File: config.mk
export PLATFORM = sky130hd
export DESIGN_NAME = fpc_frontend
export DESIGN_NICKNAME = d
export VERILOG_FILES = /design/src/fpc_fifo.v /design/src/fpc_protect.v /design/src/fpc_frontend.v
export VERILOG_INCLUDE_DIRS = /design/src
export SDC_FILE = /design/constraint.sdc
export NUM_CORES = 1
export LEC_CHECK = 0
export BUFFER_PORTS_ARGS = -buffer_cell sky130_fd_sc_hd__buf_2
export CORE_MARGIN = 2
export CORE_UTILIZATION = 65
export CTS_BUF_LIST = sky130_fd_sc_hd__clkbuf_16
export DETAILED_ROUTE_END_ITERATION = 10
export GPL_ROUTABILITY_DRIVEN = 1
export PLACE_DENSITY = 0.87
export RECOVER_POWER = 100
export SLEW_MARGIN = 30
export SYNTH_ARGS = -nofsm -noshare
export SYNTH_HDL_FRONTEND = slang
export SYNTH_SLANG_ARGS = --single-unit
File: constraint.sdc
create_clock -name core_clk -period 7 [get_ports core_clk]
set_clock_uncertainty 0.1 [all_clocks]
set_input_delay 1.4 -clock core_clk [delete_from_list [all_inputs] [get_ports core_clk]]
set_output_delay 1.4 -clock core_clk [all_outputs]
set_load 0.03 [all_outputs]
File: src/fpc_defs.vh
/*
 * Shared constants of the flash command front end: opcodes, region sizes,
 * reset values. Assumes plain Verilog-2005 and inclusion by bare name.
 */
`ifndef FPC_DEFS_VH
`define FPC_DEFS_VH

// Opcodes handled by the front end
`define FPC_OP_WREN 8'h06
`define FPC_OP_WRDI 8'h04
`define FPC_OP_RDSR 8'h05
`define FPC_OP_READ 8'h03
`define FPC_OP_FREAD 8'h0b
`define FPC_OP_PGM 8'h02
`define FPC_OP_SE4K 8'h20
`define FPC_OP_BE32K 8'h52
`define FPC_OP_BE64K 8'hd8
`define FPC_OP_CE_A 8'hc7
`define FPC_OP_CE_B 8'h60
`define FPC_OP_ID8 8'hab
`define FPC_OP_MID 8'h90
`define FPC_OP_JID 8'h9f
`define FPC_OP_GLOCK 8'h7e
`define FPC_OP_GUNLOCK 8'h98
`define FPC_OP_BLOCK 8'h36
`define FPC_OP_BUNLOCK 8'h39
`define FPC_OP_QPI_ON 8'h38
`define FPC_OP_QPI_OFF 8'hff

// Region size masks (bytes minus one)
`define FPC_PAGE_MASK 24'h0000ff
`define FPC_SECT_MASK 24'h000fff
`define FPC_B32_MASK 24'h007fff
`define FPC_B64_MASK 24'h00ffff
`define FPC_CHIP_MASK 24'hffffff

// Size shifts of the range decode
`define FPC_SECTOR_SHIFT 5'h0c
`define FPC_BLOCK_SHIFT 5'h10

// Bytes of opcode plus address
`define FPC_ADDR_BYTES 4'h4
// Lock bits come up set, whole array protected
`define FPC_LOCK_RESET 1'b1

`endif

File: src/fpc_fifo.v
/*
 * Synchronous FIFO for program data bytes, parameterised width and depth.
 * Assumes one clock, active-low asynchronous reset, depth a power of two.
 */
`timescale 1ns/1ps
module fpc_fifo #(
    parameter W = 8,
    parameter DEPTH = 16,
    parameter AW = 4
) (
    input wire core_clk, // Clock
    input wire rst_b, // Async reset, active low
    input wire in_valid, // Write request
    input wire [W-1:0] in_data, // Write data
    output wire in_ready, // Room for a word
    output wire out_valid, // Word available
    output wire [W-1:0] out_data, // Head word
    input wire out_ready // Drain side takes word
);
    reg [W-1:0] mem [0:DEPTH-1];
    reg [AW-1:0] wr_ptr_reg;
    reg [AW-1:0] rd_ptr_reg;
    reg [AW:0] cnt_reg;
    wire do_wr;
    wire do_rd;

    // Full and empty straight from the occupancy count
    assign in_ready = (cnt_reg != DEPTH[AW:0]);
    assign out_valid = (cnt_reg != {(AW+1){1'b0}});
    assign out_data = mem[rd_ptr_reg];
    assign do_wr = in_valid & in_ready;
    assign do_rd = out_valid & out_ready;

    // Storage has no reset; only the pointers and count matter
    always @(posedge core_clk) begin
        if (do_wr) begin
            mem[wr_ptr_reg] <= in_data;
        end
    end

    // Pointers and count
    always @(posedge core_clk or negedge rst_b) begin
        if (!rst_b) begin
            wr_ptr_reg <= {AW{1'b0}};
            rd_ptr_reg <= {AW{1'b0}};
            cnt_reg <= {(AW+1){1'b0}};
        end else begin
            if (do_wr) begin
                wr_ptr_reg <= wr_ptr_reg + 1'b1;
            end
            if (do_rd) begin
                rd_ptr_reg <= rd_ptr_reg + 1'b1;
            end
            if (do_wr && !do_rd) begin
                cnt_reg <= cnt_reg + 1'b1;
            end else if (do_rd && !do_wr) begin
                cnt_reg <= cnt_reg - 1'b1;
            end
        end
    end
endmodule

File: src/fpc_protect.v
/*
 * Protection decision for one erase or program region.
 * Assumes a combinational use; inputs are stable in the deciding cycle.
 */
`timescale 1ns/1ps
`include "fpc_defs.vh"
module fpc_protect #(
    parameter AW = 22,
    parameter NBLK = 64,
    parameter BW = 6
) (
    input wire protect_scheme_select, // 1: block locks, 0: range bits
    input wire protect_complement, // Invert the range decode
    input wire sector_granularity_select, // 4KB steps instead of 64KB
    input wire top_bottom_select, // 1: range counts from bottom
    input wire [2:0] range_bits, // Range bits 2..0
    input wire [NBLK-1:0] lock_bits, // Block lock bits
    input wire [AW-1:0] region_lo, // First byte of region
    input wire [AW-1:0] region_hi, // Last byte of region
    output wire hit // Region touches protected data
);
    reg [4:0] sz_shift;
    reg [AW:0] norm_size;
    reg [AW:0] prot_size;
    reg [AW:0] prot_lo;
    reg [AW:0] prot_hi;
    reg from_top;
    wire range_hit;
    wire [NBLK-1:0] blk_hit;
    wire [AW:0] full_size = {1'b1, {AW{1'b0}}};

    // Size of the normal range, then complement and pick a side
    always @* begin
        if (sector_granularity_select) begin
            sz_shift = `FPC_SECTOR_SHIFT + (range_bits[2] ? 5'h03 : {3'b000, range_bits[1:0]} - 5'h01);
        end else begin
            sz_shift = `FPC_BLOCK_SHIFT + {2'b00, range_bits} - 5'h01;
        end
        if (range_bits == 3'b000) begin
            norm_size = {(AW+1){1'b0}};
        end else if (range_bits == 3'b111) begin
            norm_size = full_size;
        end else begin
            norm_size = {{AW{1'b0}}, 1'b1} << sz_shift;
        end
        // Complement keeps the other end of the array
        prot_size = protect_complement ? full_size - norm_size : norm_size;
        from_top = ~(top_bottom_select ^ protect_complement);
        prot_lo = from_top ? full_size - prot_size : {(AW+1){1'b0}};
        prot_hi = from_top ? full_size - 1'b1 : prot_size - 1'b1;
    end

    // Any overlap with the protected interval counts
    assign range_hit = (prot_size != {(AW+1){1'b0}}) && ({1'b0, region_lo} <= prot_hi)
        && ({1'b0, region_hi} >= prot_lo);

    // One compare per block against the region's block span
    genvar g;
    generate
        for (g = 0; g < NBLK; g = g + 1) begin : blk
            localparam [BW-1:0] IDX = g;
            assign blk_hit[g] = lock_bits[g] && (region_lo[AW-1:AW-BW] <= IDX)
                && (region_hi[AW-1:AW-BW] >= IDX);
        end
    endgenerate

    assign hit = protect_scheme_select ? |blk_hit : range_hit;
endmodule

File: src/fpc_frontend.v
/*
 * Serial flash command front end: frames instructions from the host link,
 * answers status and identification reads, keeps the block locks and gates
 * erase and program requests against write protection.
 * Assumes a host-driven serial clock much slower than core_clk (at least
 * four core cycles per phase) and a same-clock array engine behind it.
 */
`timescale 1ns/1ps
`include "fpc_defs.vh"
module fpc_frontend #(
    parameter AW = 22,
    parameter NBLK = 64,
    parameter BW = 6,
    parameter FIFO_DEPTH = 16,
    parameter FIFO_AW = 4,
    parameter [7:0] MAKER_CODE = 8'ha5, // Arbitrary value
    parameter [7:0] DEV_CODE8 = 8'h3c, // Arbitrary value
    parameter [15:0] DEV_CODE16 = 16'h7e21 // Arbitrary value
) (
    input wire core_clk, // Core clock, 25 MHz
    input wire rst_b, // Async reset, active low
    input wire chip_sel_b, // Chip select pin, active low
    input wire serial_clk, // Host serial clock pin
    input wire [3:0] io_in, // Data pins in; bit 0 is serial_input_line
    output reg [3:0] io_out, // Data pins out
    output reg [3:0] io_oe, // Data pin drive enables
    input wire protect_scheme_select, // Lock scheme when high
    input wire protect_complement, // Invert range decode
    input wire sector_granularity_select, // Range in 4KB steps
    input wire top_bottom_select, // Range from bottom
    input wire range_bit_2, // Range bit 2
    input wire range_bit_1, // Range bit 1
    input wire range_bit_0, // Range bit 0
    input wire quad_enable_bit, // Quad lines allowed
    input wire [7:0] status_byte, // Status returned on status read
    input wire write_cycle_busy, // Array engine busy
    output reg four_wire_instruction_mode, // Four-wire mode active
    output reg op_go, // Pulse: start erase/program
    output reg [7:0] op_code, // Opcode of started operation
    output reg [23:0] op_addr, // Address of started operation
    output reg op_blocked, // Pulse: refused by protection
    output reg op_dropped, // Pulse: program/erase discarded
    output wire [7:0] pgm_data, // Program data byte
    output wire pgm_valid, // Program data available
    input wire pgm_ready, // Engine takes program byte
    output reg pgm_space, // FIFO can take a byte
    output reg pgm_overrun // Byte lost in this frame
);
    reg [2:0] cs_sync_reg;
    reg [2:0] sck_sync_reg;
    reg [3:0] io_s1_reg;
    reg [3:0] io_s2_reg;
    reg [2:0] bit_cnt_reg;
    reg [3:0] byte_cnt_reg;
    reg [7:0] shift_reg;
    reg [7:0] opcode_reg;
    reg [23:0] addr_reg;
    reg [7:0] tx_reg;
    reg tx_on_reg;
    reg [NBLK-1:0] lock_reg;
    reg wr_valid_reg;
    reg [7:0] wr_data_reg;
    reg [8:0] resp;
    reg [23:0] mask;
    wire sel = ~cs_sync_reg[1];
    wire cs_fall = ~cs_sync_reg[1] & cs_sync_reg[2];
    wire cs_rise = cs_sync_reg[1] & ~cs_sync_reg[2];
    wire sck_rise = sck_sync_reg[1] & ~sck_sync_reg[2];
    wire sck_fall = ~sck_sync_reg[1] & sck_sync_reg[2];
    wire quad = four_wire_instruction_mode;
    wire [7:0] rx_byte = quad ? {shift_reg[3:0], io_s2_reg} : {shift_reg[6:0], io_s2_reg[0]};
    wire [3:0] bit_sum = {1'b0, bit_cnt_reg} + (quad ? 4'h4 : 4'h1);
    wire byte_done = bit_sum[3];
    wire [3:0] byte_next = (byte_cnt_reg == 4'hf) ? 4'hf : byte_cnt_reg + 4'h1;
    wire [7:0] cur_op = (byte_cnt_reg == 4'h0) ? rx_byte : opcode_reg;
    wire is_pe = (opcode_reg == `FPC_OP_PGM) || (opcode_reg == `FPC_OP_SE4K)
        || (opcode_reg == `FPC_OP_BE32K) || (opcode_reg == `FPC_OP_BE64K)
        || (opcode_reg == `FPC_OP_CE_A) || (opcode_reg == `FPC_OP_CE_B);
    wire is_chip = (opcode_reg == `FPC_OP_CE_A) || (opcode_reg == `FPC_OP_CE_B);
    wire has_addr = is_chip || (byte_cnt_reg >= `FPC_ADDR_BYTES);
    wire aligned = (bit_cnt_reg == 3'h0);
    wire [AW-1:0] region_lo = addr_reg[AW-1:0] & ~mask[AW-1:0];
    wire [AW-1:0] region_hi = addr_reg[AW-1:0] | mask[AW-1:0];
    wire [BW-1:0] blk_idx = addr_reg[AW-1:AW-BW];
    wire prot_hit;
    wire fifo_in_ready;

    // Opcode sets of the two instruction modes
    function known_op;
        input [7:0] op;
        input q;
        begin
            case (op)
                `FPC_OP_WREN, `FPC_OP_WRDI, `FPC_OP_RDSR, `FPC_OP_PGM, `FPC_OP_SE4K,
                `FPC_OP_BE32K, `FPC_OP_BE64K, `FPC_OP_CE_A, `FPC_OP_CE_B, `FPC_OP_ID8,
                `FPC_OP_MID, `FPC_OP_JID, `FPC_OP_GLOCK, `FPC_OP_GUNLOCK, `FPC_OP_BLOCK,
                `FPC_OP_BUNLOCK, `FPC_OP_FREAD: known_op = 1'b1;
                `FPC_OP_READ, `FPC_OP_QPI_ON: known_op = ~q;
                `FPC_OP_QPI_OFF: known_op = q;
                default: known_op = 1'b0;
            endcase
        end
    endfunction

    // Reply byte for the byte slot about to be shifted out
    always @* begin
        resp = 9'h000;
        case (cur_op)
            `FPC_OP_RDSR: resp = {1'b1, status_byte};
            `FPC_OP_JID: begin
                if (byte_next == 4'h1) begin
                    resp = {1'b1, MAKER_CODE};
                end else if (byte_next == 4'h2) begin
                    resp = {1'b1, DEV_CODE16[15:8]};
                end else if (byte_next == 4'h3) begin
                    resp = {1'b1, DEV_CODE16[7:0]};
                end
            end
            `FPC_OP_MID: begin
                if (byte_next == 4'h4) begin
                    resp = {1'b1, MAKER_CODE};
                end else if (byte_next == 4'h5) begin
                    resp = {1'b1, DEV_CODE8};
                end
            end
            `FPC_OP_ID8: resp = {(byte_next >= 4'h4), DEV_CODE8};
            default: resp = 9'h000;
        endcase
        // Busy array answers only the status read
        if (write_cycle_busy && (cur_op != `FPC_OP_RDSR)) begin
            resp = 9'h000;
        end
        if (!known_op(cur_op, quad)) begin
            resp = 9'h000;
        end
    end

    // Region covered by the pending erase or program
    always @* begin
        case (opcode_reg)
            `FPC_OP_PGM: mask = `FPC_PAGE_MASK;
            `FPC_OP_SE4K: mask = `FPC_SECT_MASK;
            `FPC_OP_BE32K: mask = `FPC_B32_MASK;
            `FPC_OP_BE64K: mask = `FPC_B64_MASK;
            default: mask = `FPC_CHIP_MASK;
        endcase
    end

    fpc_protect #(.AW(AW), .NBLK(NBLK), .BW(BW)) u_protect (
        .protect_scheme_select(protect_scheme_select),
        .protect_complement(protect_complement),
        .sector_granularity_select(sector_granularity_select),
        .top_bottom_select(top_bottom_select),
        .range_bits({range_bit_2, range_bit_1, range_bit_0}),
        .lock_bits(lock_reg),
        .region_lo(region_lo),
        .region_hi(region_hi),
        .hit(prot_hit)
    );

    // Program bytes wait here until the engine drains them
    fpc_fifo #(.W(8), .DEPTH(FIFO_DEPTH), .AW(FIFO_AW)) u_fifo (
        .core_clk(core_clk),
        .rst_b(rst_b),
        .in_valid(wr_valid_reg),
        .in_data(wr_data_reg),
        .in_ready(fifo_in_ready),
        .out_valid(pgm_valid),
        .out_data(pgm_data),
        .out_ready(pgm_ready)
    );

    // Pin synchronisers; edge detect reads only the second stage onward
    always @(posedge core_clk or negedge rst_b) begin
        if (!rst_b) begin
            cs_sync_reg <= 3'h7;
            sck_sync_reg <= 3'h0;
            io_s1_reg <= 4'h0;
            io_s2_reg <= 4'h0;
        end else begin
            cs_sync_reg <= {cs_sync_reg[1:0], chip_sel_b};
            sck_sync_reg <= {sck_sync_reg[1:0], serial_clk};
            io_s1_reg <= io_in;
            io_s2_reg <= io_s1_reg;
        end
    end

    // Framing, replies, lock bits and execution at chip select rise
    always @(posedge core_clk or negedge rst_b) begin
        if (!rst_b) begin
            bit_cnt_reg <= 3'h0;
            byte_cnt_reg <= 4'h0;
            shift_reg <= 8'h00;
            opcode_reg <= 8'h00;
            addr_reg <= 24'h000000;
            tx_reg <= 8'h00;
            tx_on_reg <= 1'b0;
            io_out <= 4'h0;
            io_oe <= 4'h0;
            lock_reg <= {NBLK{`FPC_LOCK_RESET}};
            four_wire_instruction_mode <= 1'b0;
            op_go <= 1'b0;
            op_code <= 8'h00;
            op_addr <= 24'h000000;
            op_blocked <= 1'b0;
            op_dropped <= 1'b0;
            wr_valid_reg <= 1'b0;
            wr_data_reg <= 8'h00;
            pgm_space <= 1'b1;
            pgm_overrun <= 1'b0;
        end else begin
            op_go <= 1'b0;
            op_blocked <= 1'b0;
            op_dropped <= 1'b0;
            wr_valid_reg <= 1'b0;
            pgm_space <= fifo_in_ready;
            if (cs_fall) begin
                // New frame: next byte in is the opcode
                bit_cnt_reg <= 3'h0;
                byte_cnt_reg <= 4'h0;
                shift_reg <= 8'h00;
                tx_on_reg <= 1'b0;
                pgm_overrun <= 1'b0;
            end else if (sel && sck_rise) begin
                // One bit or one nibble per rising edge, MSB first
                shift_reg <= rx_byte;
                bit_cnt_reg <= bit_sum[2:0];
                if (byte_done) begin
                    byte_cnt_reg <= byte_next;
                    if (byte_cnt_reg == 4'h0) begin
                        opcode_reg <= rx_byte;
                    end else if (byte_cnt_reg < `FPC_ADDR_BYTES) begin
                        addr_reg <= {addr_reg[15:0], rx_byte};
                    end else if ((opcode_reg == `FPC_OP_PGM) && !write_cycle_busy) begin
                        wr_valid_reg <= 1'b1;
                        wr_data_reg <= rx_byte;
                    end
                    tx_reg <= resp[7:0];
                    tx_on_reg <= resp[8];
                end
            end else if (sel && sck_fall && tx_on_reg) begin
                // Drive on falling edges so the host samples on the rise
                io_out <= quad ? tx_reg[7:4] : {2'b00, tx_reg[7], 1'b0};
                io_oe <= quad ? 4'hf : 4'h2;
                tx_reg <= quad ? {tx_reg[3:0], 4'h0} : {tx_reg[6:0], 1'b0};
            end
            if (wr_valid_reg && !fifo_in_ready) begin
                pgm_overrun <= 1'b1;
            end
            if (cs_rise) begin
                // Reads simply stop; nothing else happens for them
                io_oe <= 4'h0;
                tx_on_reg <= 1'b0;
                if (byte_cnt_reg != 4'h0) begin
                    if (!write_cycle_busy && aligned && known_op(opcode_reg, quad)) begin
                        case (opcode_reg)
                            `FPC_OP_QPI_ON: begin
                                if (quad_enable_bit) begin
                                    four_wire_instruction_mode <= 1'b1;
                                end
                            end
                            `FPC_OP_QPI_OFF: four_wire_instruction_mode <= 1'b0;
                            `FPC_OP_GLOCK: lock_reg <= {NBLK{1'b1}};
                            `FPC_OP_GUNLOCK: lock_reg <= {NBLK{1'b0}};
                            `FPC_OP_BLOCK: begin
                                if (has_addr) begin
                                    lock_reg[blk_idx] <= 1'b1;
                                end
                            end
                            `FPC_OP_BUNLOCK: begin
                                if (has_addr) begin
                                    lock_reg[blk_idx] <= 1'b0;
                                end
                            end
                            default: begin
                                if (is_pe && has_addr) begin
                                    op_code <= opcode_reg;
                                    op_addr <= addr_reg;
                                    op_go <= ~prot_hit;
                                    op_blocked <= prot_hit;
                                    op_dropped <= prot_hit;
                                end else if (is_pe) begin
                                    op_dropped <= 1'b1;
                                end
                            end
                        endcase
                    end else if (is_pe) begin
                        // Mid-byte end or busy array: pulse op_dropped, operation not started
                        op_dropped <= 1'b1;
                    end
                end
            end
        end
    end
endmodule

==> results.ini, run 1 <==
[placed_design]
place.gp.congestion = 1.00
port_buffers = 80
hpwl_um = 33700
place_inst = 2063
dp_slack_ps = 1060

[sta]
setup_violations = 0
rsz0062_at_grt = no
fin_crit_sh_pct = 87.8
tightestPinTransition_ps = 4280
maxSlewHeadroom_pct = -185
setup_tns_ps = 0
setup_ws_ps = 854
hold_viol_final = 0
fmaxAchievable_mhz = 163
period_minus_slack_ps = 6150
drv_slew = 344

[floorplan]
die-area_sq_um = 28600
core-area_sq_um = 26900
die_y_um = 169
start_util_pct = 66.0
ios = 81
num_rows = 60
die_width_um = 169

[logic_synthesis]
synth_xor_area_share_pct = 1.33
ys_types = 82
synth_edf_count = 128
synth_top_family_by_area = simple AND/OR/NAND/NOR gates
synth.avg_cell_area_sq_um = 10.1
yosys_register_bits = 327
synth_fa_ha_area_share_pct = 3.71
synth_compound_area_share_pct = 15.3
netlist_instances = 1751
synth-simple-area-share_pct = 18.5
yosysWarnings = 0
synth-async-reset-ratio_pct = 60.9
seq_area_frac_synth_pct = 50.2
synth-main-ff-cell = dfrtp_1
synthMuxAreaShare_pct = 7.32
synthesis.area_sq_um = 17700

[grt]
grt_util_all_layers_pct = 38.4
grt_overflow = 0
grt_pass1_vias = 14633
grt_start_max_net_pins = 129
grt_pass1_wl_um = 84700
antenna_found_initial = 2

[cts]
clockBufferDepth = 3
cts-buffers-inserted = 34
postCtsHoldBufs = 0
cts-htree-levels = 2
cts.repair.resized = 0
cts_tree = yes
cts_setup_buffers = 0
cts_num_sinks = 327
clk_pin_slew_ps = 70
cts-root-buf = clkbuf_16
worstSkewPairLatency_ps = 560

[finish]
area_growth_syn_to_layout_pct = 8.71
n_antenna_cell = 0
largest_reg_flops = 128
drive_gt1_share_pct = 13.2
stdcell_count = 2125
finalNetCount = 1836

[run_status]
violations = capacitance limit, slew limit
status = finished, violations left

[min_path]
hp-class = flop to flop
hold_depth = 0

[routing]
ant_nets = 0
wl_per_cell_um = 25.6
drt-initial-drc-count = 2793
vias = 15272
drc = 0
totalWireLength_um = 54500
via_per_inst = 7.19
firstDrtPassIters = 8

[power]
p_leak_nw = 7.50
p_total_w = 0.00412
ir_drop_mv = 0.141
p_per_area_nw_per_um2 = 214

[setup_path]
reg2reg_depth = 8
crit_arrival_ps = 6530
startpoint_type = flop
critPathKind = flop to flop
required_ps = 7380
crit_fanout = 36
worst_setup_path_end_kind = flop

[run]
maxCapViolations = 9

[cell type report]
class / count / area (sq um)
sequential: 327 / 8910
multi-input combinational: 1266 / 8240
fill: 1807 / 7600
clock buffer: 34 / 851
timing repair buffer: 105 / 515
tap: 341 / 427
clock inverter: 28 / 243
inverter: 24 / 90.1
[routing by layer]
| layer | vias to the layer above | track usage, % | part of all wire (%) |
|---|---|---|---|
| met2 | 1249 | 60.8 | 46 |
| met3 | 301 | 9.17 | 12 |
| li1 | 6465 | - | - |
| met1 | 7253 | 50.5 | 36 |
| met4 | 4 | 17.8 | 6.2 |
| met5 | - | 0 | 0.042 |
[path summary, 6_finish.rpt]
check	startpoint	endpoint	slack (ps)
hold / removal	sck_sync_reg[0]	sck_sync_reg[1]	250
setup reg to reg	opcode_reg[3]	op_addr[2]	850
hold reg to reg	sck_sync_reg[0]	sck_sync_reg[1]	250
max in group asynchronous	rst_b	u_fifo.rd_ptr_reg[0]	2030
min in group asynchronous	rst_b	op_addr[15]	2290
setup / recovery	opcode_reg[3]	op_addr[2]	850
[placed cells by master (no fill, tap or decap), drive strengths merged, types with 6 or more instances in the layout]
master	n
nand4	32
edfxtp	128
a21oi	145
mux2	21
dfrtp	131
nor3	29
and2	33
a31oi	29
xor2	9
o21a	7
a211oi	17
inv	33
nand3b	9
xnor2	18
o211ai	6
mux4	40
nor4b	7
nor4bb	8
nor2b	20
or4	6
ha	51
mux2i	16
buf	47
nor4	20
clkbuf	91
or2	8
o2111ai	6
o21ai	190
nand2	195
nor3b	12
and3	23
nand3	48
clkinv	15
and4	8
nor2	127
dfstp	68
nand2b	25
and3b	11
or3	9
[logic make-up (layout without fill, tap and decap cells)]
logic type / count (synthesis) / after routing
buffers and inverters: 160 / 191
and+or+nand+nor: 641 / 641
xor gates and xnor gates: 27 / 27
DFF: 327 / 327
other: 1 / 3
AOI/OAI and AO/OA: 466 / 466
muxes: 77 / 77
adders and majority gates: 52 / 52
[stage by stage]
step / hold WS [ps] / util, % / cell area (sq um)
floorplan: 231 / - / 17700
global route: 260 / 71.7 / 19300
detailed placement: 235 / 68.1 / 18300
CTS: 248 / 72.2 / 19400
global placement: 232 / 68.0 / 18300
finish: 248 / 71.7 / 19300
[Yosys cell counts, types with 9 or more instances]
library cell / n / area, sq um
nand2_1: 195 / 732
o21ai_0: 184 / 921
a21oi_1: 144 / 721
dfrtp_1: 131 / 3280
edfxtp_1: 128 / 3840
nor2_1: 127 / 477
clkbuf_1: 107 / 402
dfstp_2: 68 / 1790
ha_1: 51 / 638
nand3_1: 48 / 240
mux4_2: 40 / 901
and2_1: 32 / 200
nand4_1: 32 / 200
a31oi_1: 29 / 181
nor3_1: 29 / 145
nand2b_1: 25 / 156
inv_1: 24 / 90.1
and3_1: 23 / 144
mux2_2: 21 / 236
nor2b_1: 20 / 125
nor4_1: 20 / 125
buf_1: 19 / 71.3
xnor2_1: 18 / 158
a211oi_1: 17 / 128
mux2i_1: 16 / 160
and3b_1: 11 / 96.3
nor3b_1: 11 / 82.6
nand3b_1: 9 / 67.6
or3_1: 9 / 56.3
xor2_1: 9 / 78.8
[worst max-delay path: stages, from the launching register on]
cell,delay (ps)
dfrtp_1,750
nor3_1,300
a31o_2,310
o21ai_0,1940
nor2_1,120
nor2_1,320
or2_0,1700
nand2_1,320
nand2_1,210
[power by group]
part	leakage, nW	switching [W]	internal (W)
clock	0.561	0.000797	0.00101
combinational	3.43	0.000162	0.0000849
sequential	3.50	0.0000383	0.00203
Note: power is estimated with default switching activity, not from simulation.
==> inputs of run 2 (changes only) <==
--- a/config.mk
+++ b/config.mk
@@ -9,4 +9,6 @@
 export BUFFER_PORTS_ARGS = -buffer_cell sky130_fd_sc_hd__buf_2
+export CELL_PAD_IN_SITES_DETAIL_PLACEMENT = 0
+export CELL_PAD_IN_SITES_GLOBAL_PLACEMENT = 1
 export CORE_MARGIN = 2
-export CORE_UTILIZATION = 65
+export CORE_UTILIZATION = 53
 export CTS_BUF_LIST = sky130_fd_sc_hd__clkbuf_16
@@ -14,3 +16,4 @@
 export GPL_ROUTABILITY_DRIVEN = 1
-export PLACE_DENSITY = 0.87
+export MAX_ROUTING_LAYER = met4
+export PLACE_DENSITY = 0.88
 export RECOVER_POWER = 100
==> constraint.sdc (replaced) <==
create_clock -name core_clk -period 7 [get_ports core_clk]
set_clock_uncertainty 0.1 [all_clocks]
set_input_delay 0.7 -clock core_clk [delete_from_list [all_inputs] [get_ports core_clk]]
set_output_delay 0.7 -clock core_clk [all_outputs]
set_load 0.03 [all_outputs]
==> results.ini, run 2 (same netlist as run 1, synthesis figures left out) <==
[run_status]
violations = capacitance limit, slew limit
status = finished, violations left

[power]
p_per_area_nw_per_um2 = 213  ; -0.23%
seqPwrFrac_pct = 49.9  ; -0.3 points
switching_power_w = 0.000993  ; -0.39%
p_leak_nw = 7.51  ; +0.18%
pwr-share-clk_pct = 44.4  ; +0.6 points
swShare_pct = 23.9  ; -0.24 points
comb_power_share_pct = 5.7  ; -0.3 points
ir_drop_mv = 0.152  ; +7.9%
p_int_w = 0.00316  ; +0.95%

[setup_path]
crit_fanout = 21  ; -42%
worst_setup_path_end_kind = flop
critPathKind = flop to flop
required_ps = 7320  ; -60 ps
crit_arrival_ps = 5700  ; -830 ps
startpoint_type = flop
reg2reg_depth = 13  ; +5

[sta]
fin_crit_sh_pct = 76.9  ; -11 points
drv_slew = 174  ; -49%
hold_viol_final = 0  ; unchanged
setup_tns_ps = 0  ; unchanged
period_minus_slack_ps = 5380  ; -764 ps
setup_ws_ps = 1620  ; +764 ps
tightestPinTransition_ps = 4630  ; +350 ps
rsz0062_at_grt = no
fmaxAchievable_mhz = 186  ; +14%
maxSlewHeadroom_pct = -209  ; -23 points
setup_violations = 0  ; unchanged

[routing]
firstDrtPassIters = 5  ; -3
vias = 14357  ; -6.0%
wl_met2_um = 23800  ; -4.9%
top_layer = met4
drt-initial-drc-count = 1605  ; -43%
ant_nets = 0  ; unchanged
met3_length_um = 3930  ; -39%
totalWireLength_um = 50800  ; -6.8%
drt-met1-wl_um = 21600  ; +9.9%
via_per_inst = 6.43  ; -10%
wl_per_cell_um = 22.8  ; -11%
drc = 0  ; unchanged

[finish]
n_fill_cell = 2742  ; +52%
drive_gt1_share_pct = 13.8  ; +0.57 points
layout_common_cells = nand2_1 (195), o21ai_0 (189), a21oi_1 (144)
largest_reg_flops = 128  ; unchanged
finalNetCount = 1842  ; +0.33%
final_common_cell = nand2_1
n_antenna_cell = 0  ; unchanged
area_growth_syn_to_layout_pct = 9.64

[grt]
grt_util_all_layers_pct = 29.9  ; -8.5 points
grt_pass1_wl_um = 80500  ; -5.0%
antenna_found_initial = 0  ; -2
grt_start_max_net_pins = 129  ; unchanged
grt_overflow = 0  ; unchanged
grt_pass1_vias = 13938  ; -4.7%

[run]
maxCapViolations = 4  ; -5

[cts]
cts_num_sinks = 327  ; unchanged
worstSkewPairLatency_ps = 540  ; -20 ps
cts_tree = yes
clk_pin_slew_ps = 70  ; about the same
cts_setup_buffers = 0  ; unchanged
cts-htree-levels = 2  ; unchanged
clockBufferDepth = 3  ; unchanged
cts.repair.resized = 0  ; unchanged
cts-buffers-inserted = 35  ; +2.9%
cts-root-buf = clkbuf_16
postCtsHoldBufs = 0  ; unchanged

[floorplan]
ios = 81  ; unchanged
core-area_sq_um = 32700  ; +22%
die-area_sq_um = 34900  ; +22%
num_rows = 66  ; +10%
die_y_um = 187  ; +10%
die_width_um = 187  ; +10%
start_util_pct = 54.2  ; -12 points

[min_path]
hp-class = input pin to flop
hold_depth = 1  ; +1

[placed_design]
hpwl_um = 33400  ; -0.87%
port_buffers = 80  ; unchanged
place.gp.congestion = 0.978  ; -2.4%
dp_slack_ps = 1660  ; +604 ps

[run 2: path summary, 6_finish.rpt]
| check | slack, ps | startpoint | to |
|---|---|---|---|
| setup reg to reg | 1620 | opcode_reg[3] | op_blocked |
| setup / recovery | 1620 | opcode_reg[3] | op_blocked |
| hold reg to reg | 250 | io_s1_reg[3] | io_s2_reg[3] |
| min in group asynchronous | 1720 | rst_b | io_out[1] |
| hold / removal | 160 | chip_sel_b | cs_sync_reg[0] |
| max in group asynchronous | 2120 | rst_b | op_dropped |
[run 2: area by class of cell]
class,count,area (sq um),share of cell area (%)
Tap cell,442,553,2.85
Timing Repair Buffer,110,536,2.75
Clock inverter,28,246,1.27
Inverter,24,90.1,0.463
Sequential cell,327,8910,45.8
Multi-Input combinational cell,1266,8230,42.3
Clock buffer,35,876,4.51
[run 2: layer usage]
metal | track usage, % | up-vias
met3 | 4.50 | 120
li1 | - | 6481
met4 | 9.65 | 0
met5 | - | -
met1 | 40.9 | 7037
met2 | 46.1 | 719
[run 2: metrics by stage]
stage | hold slack (ps) | utilization (%) | total power (W) | instances | cell area, sq um
2_1_floorplan | 231 | - | 0.00225 | 1753 | 17700
3_3_place_gp | 235 | 56.3 | 0.00233 | 2169 | 18400
3_5_place_dp | 236 | 56.3 | 0.00234 | 2169 | 18400
4_1_cts | 140 | 59.8 | 0.00417 | 2232 | 19500
5_1_grt | 153 | 59.4 | 0.00427 | 2232 | 19400
6_report | 164 | 59.4 | 0.00415 | 2232 | 19400
[run 2: worst max-delay path, cell delays in order, from the launching register on]
cell and delay, ps:
dfrtp_1 740, nor3_1 290, a31o_2 310, o21ai_0 1780, a311oi_1 250, ha_1 440, nand4_1 110, nor2_1 130
o221ai_1 130, nand3b_1 120, mux2i_1 70, a221oi_1 480, a31oi_1 130, and2_0 180
[run 2: power groups by stage]
stage               sequential, W  combinational (W)  clock, W
global placement          0.00210           0.000230         0
floorplan                 0.00209           0.000157         0
global route              0.00207           0.000269   0.00193
CTS                       0.00207           0.000237   0.00187
finish                    0.00207           0.000238   0.00184
detailed placement        0.00210           0.000235         0
